--- src/svmc_pkg.sv ---
// package of constants and types for the supply voltage monitor controller
package svmc_pkg;
   // register byte offsets on the bus
   localparam logic [7:0] SVMC_OFF_CONTROL = 8'h00;
   localparam logic [7:0] SVMC_OFF_FLAGS = 8'h04;
   localparam logic [7:0] SVMC_OFF_IRQ_EN = 8'h08;
   localparam logic [7:0] SVMC_OFF_PRIORITY = 8'h0c;
   localparam logic [7:0] SVMC_OFF_INTCTL = 8'h10;
   // control register field positions
   localparam int SVMC_BIT_DIR = 7;
   localparam int SVMC_BIT_BGSTABLE = 6;
   localparam int SVMC_BIT_REFSTABLE = 5;
   localparam int SVMC_BIT_ENABLE = 4;
   localparam int SVMC_LEVEL_MSB = 3;
   // event bit in flag, enable and priority registers
   localparam int SVMC_BIT_EVENT = 2;
   // global enable in interrupt control register
   localparam int SVMC_BIT_GIE = 7;
   // level code that routes the external trip input
   localparam logic [3:0] SVMC_LEVEL_EXTERNAL = 4'hf;
   // values after reset
   localparam logic SVMC_RST_DIR = 1'b0;
   localparam logic SVMC_RST_ENABLE = 1'b0;
   localparam logic [3:0] SVMC_RST_LEVEL = 4'h0;
   localparam logic SVMC_RST_FLAG = 1'b0;
   localparam logic SVMC_RST_IRQ_EN = 1'b0;
   localparam logic SVMC_RST_PRIORITY = 1'b0;
   localparam logic SVMC_RST_GIE = 1'b0;
   // reference settling time, converted to a cycle count for a fixed 10 ns clock period
   localparam int SVMC_CLK_PERIOD_NS = 10;
   localparam int SVMC_REF_SETTLE_NS = 20000;
   localparam int SVMC_SETTLE_CYCLES_INT =
      (SVMC_REF_SETTLE_NS + SVMC_CLK_PERIOD_NS - 1) / SVMC_CLK_PERIOD_NS;
   localparam int SVMC_CNT_W = 12;
   localparam logic [SVMC_CNT_W-1:0] SVMC_SETTLE_LAST =
      SVMC_CNT_W'(SVMC_SETTLE_CYCLES_INT - 1);
   localparam logic [SVMC_CNT_W-1:0] SVMC_CNT_ZERO = 12'h000;
   localparam logic [31:0] SVMC_DATA_ZERO = 32'h0000_0000;

   // monitor power and settling sequence
   typedef enum logic [1:0] {
      SVMC_OFF,
      SVMC_SETTLING,
      SVMC_ARMED
   } svmc_mode_t;
endpackage : svmc_pkg

--- src/svmc_monitor.sv ---
// supply voltage monitor control, event flag and interrupt logic
`timescale 1ns/1ns
`default_nettype none
module svmc_monitor (
   input wire logic clk_i,
   input wire logic rst_i,
   // classic wishbone slave
   input wire logic wb_cyc_i,
   input wire logic wb_stb_i,
   input wire logic wb_we_i,
   input wire logic [7:0] wb_adr_i,
   input wire logic [3:0] wb_sel_i,
   input wire logic [31:0] wb_dat_i,
   output logic [31:0] wb_dat_o,
   output logic wb_ack_o,
   // analog side
   input wire logic supply_above_i,
   input wire logic ext_above_i,
   input wire logic bandgap_stable_i,
   output logic monitor_power_o,
   output logic [3:0] trip_level_o,
   output logic ext_input_sel_o,
   // system side
   input wire logic sleep_i,
   output logic irq_o,
   output logic event_priority_o,
   output logic wake_o,
   output logic resume_at_vector_o
);
   import svmc_pkg::*;

   typedef struct packed {
      logic ack;
      logic [31:0] rdata;
      logic direction_select;
      logic monitor_enable;
      logic [3:0] trip_level_select;
      logic voltage_event_flag;
      logic voltage_event_irq_enable;
      logic voltage_event_priority;
      logic global_irq_enable;
      svmc_mode_t mode;
   } svmc_state_t;

   svmc_state_t st;
   svmc_state_t next_st;

   logic settle_done;
   logic req;
   logic wr_commit;
   logic wr_control;
   logic wr_flags;
   logic wr_irq_en;
   logic wr_priority;
   logic wr_intctl;
   logic reference_stable;
   logic cmp_above;
   logic trip_seen;
   logic event_hit;
   logic [7:0] control_view;
   logic [31:0] read_mux;

   // reference settles for a fixed time after each enable
   svmc_settle_timer u_settle (
      .clk_i(clk_i),
      .rst_i(rst_i),
      .run_i(st.mode == SVMC_SETTLING),
      .done_o(settle_done)
   );

   // bus decode; writes commit on the edge where ack is sampled high
   assign req = wb_cyc_i & wb_stb_i;
   assign wr_commit = req & wb_we_i & st.ack & wb_sel_i[0];
   assign wr_control = wr_commit & (wb_adr_i == SVMC_OFF_CONTROL);
   assign wr_flags = wr_commit & (wb_adr_i == SVMC_OFF_FLAGS);
   assign wr_irq_en = wr_commit & (wb_adr_i == SVMC_OFF_IRQ_EN);
   assign wr_priority = wr_commit & (wb_adr_i == SVMC_OFF_PRIORITY);
   assign wr_intctl = wr_commit & (wb_adr_i == SVMC_OFF_INTCTL);

   // reference stable is pure status, no write path reaches it
   assign reference_stable = (st.mode == SVMC_ARMED);

   // external pin replaces the divider tap at the top level code
   assign cmp_above = (st.trip_level_select == SVMC_LEVEL_EXTERNAL) ?
      ext_above_i : supply_above_i;

   // direction picks rise above or fall below the trip point
   assign trip_seen = st.direction_select ? cmp_above : ~cmp_above;

   // nothing is seen until settling is over, sleep does not stop it
   assign event_hit = reference_stable & trip_seen;

   // control register as software sees it
   always_comb begin
      control_view = 8'h00;
      control_view[SVMC_BIT_DIR] = st.direction_select;
      control_view[SVMC_BIT_BGSTABLE] = bandgap_stable_i;
      control_view[SVMC_BIT_REFSTABLE] = reference_stable;
      control_view[SVMC_BIT_ENABLE] = st.monitor_enable;
      control_view[SVMC_LEVEL_MSB:0] = st.trip_level_select;
   end

   // read multiplexer; unmapped offsets read as zero
   always_comb begin
      read_mux = SVMC_DATA_ZERO;
      case (wb_adr_i)
         SVMC_OFF_CONTROL: begin
            read_mux[7:0] = control_view;
         end
         SVMC_OFF_FLAGS: begin
            read_mux[SVMC_BIT_EVENT] = st.voltage_event_flag;
         end
         SVMC_OFF_IRQ_EN: begin
            read_mux[SVMC_BIT_EVENT] = st.voltage_event_irq_enable;
         end
         SVMC_OFF_PRIORITY: begin
            read_mux[SVMC_BIT_EVENT] = st.voltage_event_priority;
         end
         SVMC_OFF_INTCTL: begin
            read_mux[SVMC_BIT_GIE] = st.global_irq_enable;
         end
         default: begin
            read_mux = SVMC_DATA_ZERO;
         end
      endcase
   end

   // next state of everything the block remembers
   always_comb begin
      next_st = st;
      // single ack per request, dropped the cycle after
      next_st.ack = req & ~st.ack;
      if (req & ~st.ack) begin
         next_st.rdata = read_mux;
      end

      // configuration is accepted at any time; software is expected
      // to switch off first so the trip point never glitches live
      if (wr_control) begin
         next_st.direction_select = wb_dat_i[SVMC_BIT_DIR];
         next_st.monitor_enable = wb_dat_i[SVMC_BIT_ENABLE];
         next_st.trip_level_select = wb_dat_i[SVMC_LEVEL_MSB:0];
      end
      if (wr_irq_en) begin
         next_st.voltage_event_irq_enable = wb_dat_i[SVMC_BIT_EVENT];
      end
      if (wr_priority) begin
         next_st.voltage_event_priority = wb_dat_i[SVMC_BIT_EVENT];
      end
      if (wr_intctl) begin
         next_st.global_irq_enable = wb_dat_i[SVMC_BIT_GIE];
      end

      // power sequence: every enable restarts settling
      case (st.mode)
         SVMC_OFF: begin
            if (st.monitor_enable) begin
               next_st.mode = SVMC_SETTLING;
            end
         end
         SVMC_SETTLING: begin
            if (!st.monitor_enable) begin
               next_st.mode = SVMC_OFF;
            end else if (settle_done) begin
               next_st.mode = SVMC_ARMED;
            end
         end
         SVMC_ARMED: begin
            if (!st.monitor_enable) begin
               next_st.mode = SVMC_OFF;
            end
         end
         default: begin
            next_st.mode = SVMC_OFF;
         end
      endcase

      // sticky flag, write one clears, a new event wins the clear
      if (wr_flags & wb_dat_i[SVMC_BIT_EVENT]) begin
         next_st.voltage_event_flag = 1'b0;
      end
      if (event_hit) begin
         next_st.voltage_event_flag = 1'b1;
      end
   end

   // state register; reset leaves the monitor off
   always_ff @(posedge clk_i) begin
      if (rst_i) begin
         st <= '0;
         st.direction_select <= SVMC_RST_DIR;
         st.monitor_enable <= SVMC_RST_ENABLE;
         st.trip_level_select <= SVMC_RST_LEVEL;
         st.voltage_event_flag <= SVMC_RST_FLAG;
         st.voltage_event_irq_enable <= SVMC_RST_IRQ_EN;
         st.voltage_event_priority <= SVMC_RST_PRIORITY;
         st.global_irq_enable <= SVMC_RST_GIE;
         st.mode <= SVMC_OFF;
      end else begin
         st <= next_st;
      end
   end

   // bus outputs
   assign wb_ack_o = st.ack;
   assign wb_dat_o = st.rdata;

   // analog controls follow the stored configuration
   assign monitor_power_o = st.monitor_enable;
   assign trip_level_o = st.trip_level_select;
   assign ext_input_sel_o = (st.trip_level_select == SVMC_LEVEL_EXTERNAL);

   // interrupt needs both enables and a settled reference
   assign irq_o = st.voltage_event_flag & st.voltage_event_irq_enable
      & st.global_irq_enable & reference_stable;
   assign event_priority_o = st.voltage_event_priority;

   // the flag alone wakes the core; vector only with interrupts on
   assign wake_o = sleep_i & st.voltage_event_flag;
   assign resume_at_vector_o = wake_o & st.voltage_event_irq_enable
      & st.global_irq_enable;
endmodule : svmc_monitor
`default_nettype wire

--- src/svmc_settle_timer.sv ---
// settling interval timer for the monitor reference
`timescale 1ns/1ns
`default_nettype none
module svmc_settle_timer (
   input wire logic clk_i,
   input wire logic rst_i,
   input wire logic run_i,
   output logic done_o
);
   import svmc_pkg::*;

   typedef struct packed {
      logic [SVMC_CNT_W-1:0] count;
      logic done;
   } svmc_timer_state_t;

   svmc_timer_state_t st;
   svmc_timer_state_t next_st;

   // count while running, restart from zero whenever run drops
   always_comb begin
      next_st = st;
      if (!run_i) begin
         next_st.count = SVMC_CNT_ZERO;
         next_st.done = 1'b0;
      end else if (!st.done) begin
         if (st.count == SVMC_SETTLE_LAST) begin
            next_st.done = 1'b1;
         end else begin
            next_st.count = st.count + 12'h001;
         end
      end
   end

   // state register
   always_ff @(posedge clk_i) begin
      if (rst_i) begin
         st <= '0;
      end else begin
         st <= next_st;
      end
   end

   assign done_o = st.done;
endmodule : svmc_settle_timer
`default_nettype wire

--- config.mk ---
export PLATFORM = sky130hd
export DESIGN_NAME = svmc_monitor
export DESIGN_NICKNAME = d
export VERILOG_FILES = /design/src/svmc_pkg.sv /design/src/svmc_monitor.sv /design/src/svmc_settle_timer.sv
export SDC_FILE = /design/constraint.sdc
export NUM_CORES = 1
export LEC_CHECK = 0
export BUFFER_PORTS_ARGS = -buffer_cell sky130_fd_sc_hd__buf_2
export CORE_ASPECT_RATIO = 1.5
export CORE_MARGIN = 2
export CORE_UTILIZATION = 30
export DETAILED_ROUTE_END_ITERATION = 10
export SYNTH_ARGS = -nofsm -noshare
export SYNTH_HDL_FRONTEND = slang
export SYNTH_SLANG_ARGS = --single-unit
export TNS_END_PERCENT = 50
--- constraint.sdc ---
create_clock -name clk_i -period 1.3 [get_ports clk_i]
set_input_delay 0.26 -clock clk_i [delete_from_list [all_inputs] [get_ports clk_i]]
set_output_delay 0.26 -clock clk_i [all_outputs]
set_load 0.05 [all_outputs]
==> results.json <==
{
  "internal-power_mw": 1.66,
  "wl_met3_um": 217,
  "swShare_pct": 27.1,
  "critPathSlowestCell": "dfxtp_2",
  "dpl.hpwl_mm": 3.52,
  "async_flop_share_pct": 0,
  "place_congestion": 0.827,
  "timing.final.crit_share_pct": 107,
  "routed_wl_mm": 4.56,
  "cp-end-kind": "output port",
  "synth_ff_type": "dfxtp_1",
  "dieArea_um2": 6970,
  "cp.required_ns": 1.04,
  "p_leak_nw": 1.21,
  "drive_above_1_share_pct": 48.8,
  "clk_latency_ns": 0.28,
  "whs_path_depth": 3,
  "grt_usage_pct": 14.1,
  "max_stage_delay_ns": 0.33,
  "skew_ns": 0.00640,
  "synth_edf_count": 0,
  "ir_drop_mv": 0.830,
  "vias_per_cell": 4.66,
  "fp-row-count": 35,
  "core-area_um2": 6130,
  "crit_arrival_ns": 1.13,
  "grt_antenna_before_repair": 0,
  "layout_common_cells": "buf_4 (37), buf_2 (35), nor2_1 (27), conb_1 (24), dfxtp_1 (21)",
  "start_util_pct": 30.9,
  "cts_max_level": 2,
  "powerDensity_nw_per_um2": 872,
  "max_freq_mhz": 720,
  "drtIter0Drc": 78,
  "path_buf_inv": 1,
  "power_frac_comb_pct": 12.6,
  "multi_input_area_um2": 1100,
  "numCtsBuffers": 5,
  "power.switching_mw": 0.618,
  "yosysSeqAreaShare_pct": 36.0,
  "grt_overflow": 0,
  "cts_tree": "built",
  "vias": 1683,
  "drt-met1-wl_mm": 1.65,
  "outcome": "finished with violations",
  "grt_pass1_vias": 1643,
  "crit_family": "simple AND/OR/NAND/NOR gates",
  "clock_sinks": 34,
  "min_from": "wb_dat_i[3]",
  "timing.rr.end": "u_settle.st[10]",
  "violations": "negative setup slack",
  "clock_path_buffers": 2,
  "syn_to_final_growth_pct": 38.2,
  "hold_path_end": "trip_level_o[3]",
  "path_clk_slew_ns": 0.07,
  "die_h_um": 101,
  "fillers": 607,
  "netlist_area_um2": 1890,
  "rsz0062_at_grt": "yes",
  "crit_chain": "or2b_4, nor2_4, buf_6",
  "synthCells": 213,
  "wl_per_cell_um": 12.6,
  "port_buffers": 42,
  "grt_pass1_wl_mm": 7.39,
  "grt_max_degree": 22,
  "pwr-share-seq_pct": 45.5,
  "worst_slack_ns": -0.0883,
  "cts-hold-fix-buffers": 0,
  "hp-class": "in2reg",
  "synth_seq_cells": 34,
  "dr_wl_met2_mm": 2.62,
  "ios": 96,
  "top_layer": "met4",
  "seqCellArea_um2": 704,
  "yosysWarnings": 0,
  "slew_violations": 0,
  "period_needed_ns": 1.39,
  "start_kind": "register",
  "path_max_fanout": 3,
  "ant_nets": 0,
  "regToRegStartpoint": "st[1]",
  "maxCapViolCount": 0,
  "route.detailed.drc": 0,
  "antennaDiodeCount": 0,
  "worst_r2r_path_depth": 3,
  "synth_cell_types": 50,
  "cts_root_buf": "clkbuf_8",
  "clockPowerShare_pct": 42.0,
  "r2r_slack_ns": -0.08,
  "drt-pass1-iter-count": 4,
  "die_x_um": 68.9,
  "finalSetupTns_ns": -0.357,
  "avgSynthCellArea_um2": 8.89,
  "final_common_cell": "buf_4",
  "setup_viol": 6,
  "detailedPlace.worstSlack_ns": -0.269,
  "finalHoldViolCount": 0,
  "nNetsFinal": 340,
  "critical_path_class": "reg2out"
}
worst max path at each step:
stage          slack (ns)            start  depth (start not counted)           to
2_1_floorplan        -0.1  trip_level_o[0]                          4        st[5]
3_3_place_gp        -0.25      wb_adr_i[3]                          5        st[2]
3_5_place_dp        -0.27      wb_adr_i[3]                          5  wb_dat_o[5]
4_1_cts             -0.11            st[1]                          3        irq_o
5_1_grt             -0.13            st[1]                          3        irq_o
6_report            -0.09            st[1]                          3        irq_o
what timing repair did:
item | in CTS | in global routing
endpoints found under the setup margin | 14 | 24
pin swaps | 7 | 18
gates resized for setup | 26 | 27
setup buffers | 4 | 3
metrics by stage:
step	power [mW]	hold slack [ns]	utilization, %	area, um^2	instances
2_1_floorplan	1.32	0.404	-	2000	236
3_3_place_gp	1.35	0.452	37.2	2280	347
3_5_place_dp	1.35	0.456	37.2	2280	347
4_1_cts	2.32	0.195	41.0	2510	359
5_1_grt	2.38	0.198	42.7	2620	361
6_report	2.28	0.200	42.7	2620	361
metal layers:
metal	vias up	GRT usage, %
li1	842	-
met2	41	26.3
met5	-	0
met3	7	3.89
met1	793	14.2
met4	0	5.88
worst min-delay path: cells and delay by family:
kind          cells  cell delay [ns]
buf+inv           1             0.07
mux               1             0.05
simple gates      1             0.07
registers in the layout, indices dropped and copies added (netlist names):
signal / count
control_view: 1
monitor_power_o: 1
u_settle.done_o: 1
u_settle.st: 12
st: 5
event_priority_o: 1
trip_level_o: 4
wb_ack_o: 1
wb_dat_o: 8
synth_stat cells, types with 2 or more instances:
library cell	n	area share (%)
nor3_1	4	1.1
xnor2_1	3	1.4
buf_4	36	14
and4b_2	2	1.2
mux2i_1	10	5.3
nand3b_1	2	0.79
or4_4	2	1.2
clkbuf_1	2	0.40
or3_1	3	0.99
nand4_1	5	1.7
nor2b_1	2	0.66
and2_1	2	0.66
and4_1	3	1.4
nand3_1	6	1.6
a211oi_1	2	0.79
o21ai_0	3	0.79
and3_1	4	1.3
nor2_1	28	5.6
a22oi_1	6	2.4
nor4_1	2	0.66
nand2_1	11	2.2
a21oi_1	8	2.1
nor4_4	2	2.2
xor2_1	2	0.93
inv_1	5	0.99
dfxtp_1	34	36
kinds of logic (layout without fill, tap and decap cells):
| family | count (synthesis) | after routing | synth area share, % |
|---|---|---|---|
| adders and majority gates | 1 | 1 | 0.661 |
| AOI/OAI and AO/OA | 26 | 26 | 9.12 |
| buffers and inverters | 46 | 97 | 16.7 |
| other | 1 | 24 | 0.198 |
| and+or+nand+nor | 89 | 89 | 29.1 |
| muxes | 11 | 11 | 5.88 |
| DFF | 34 | 34 | 36.0 |
| xor gates and xnor gates | 5 | 5 | 2.31 |
power groups by stage:
stage | combinational, mW | sequential (mW) | clock, mW
after floorplan | 0.248 | 1.07 | 0
after global placement | 0.284 | 1.07 | 0
after detailed placement | 0.285 | 1.07 | 0
after CTS | 0.286 | 1.04 | 0.987
after global routing | 0.306 | 1.04 | 1.04
final | 0.286 | 1.04 | 0.957
final cells by class:
class / count / area share [%]
Clock inverter: 3 / 1.53
Multi-Input combinational cell: 156 / 42.1
Clock buffer: 5 / 2.63
Sequential cell: 34 / 26.9
Timing Repair Buffer: 84 / 22.5
Tap cell: 74 / 3.54
Inverter: 5 / 0.717
No activity file was read; power rests on OpenSTA's default activity.
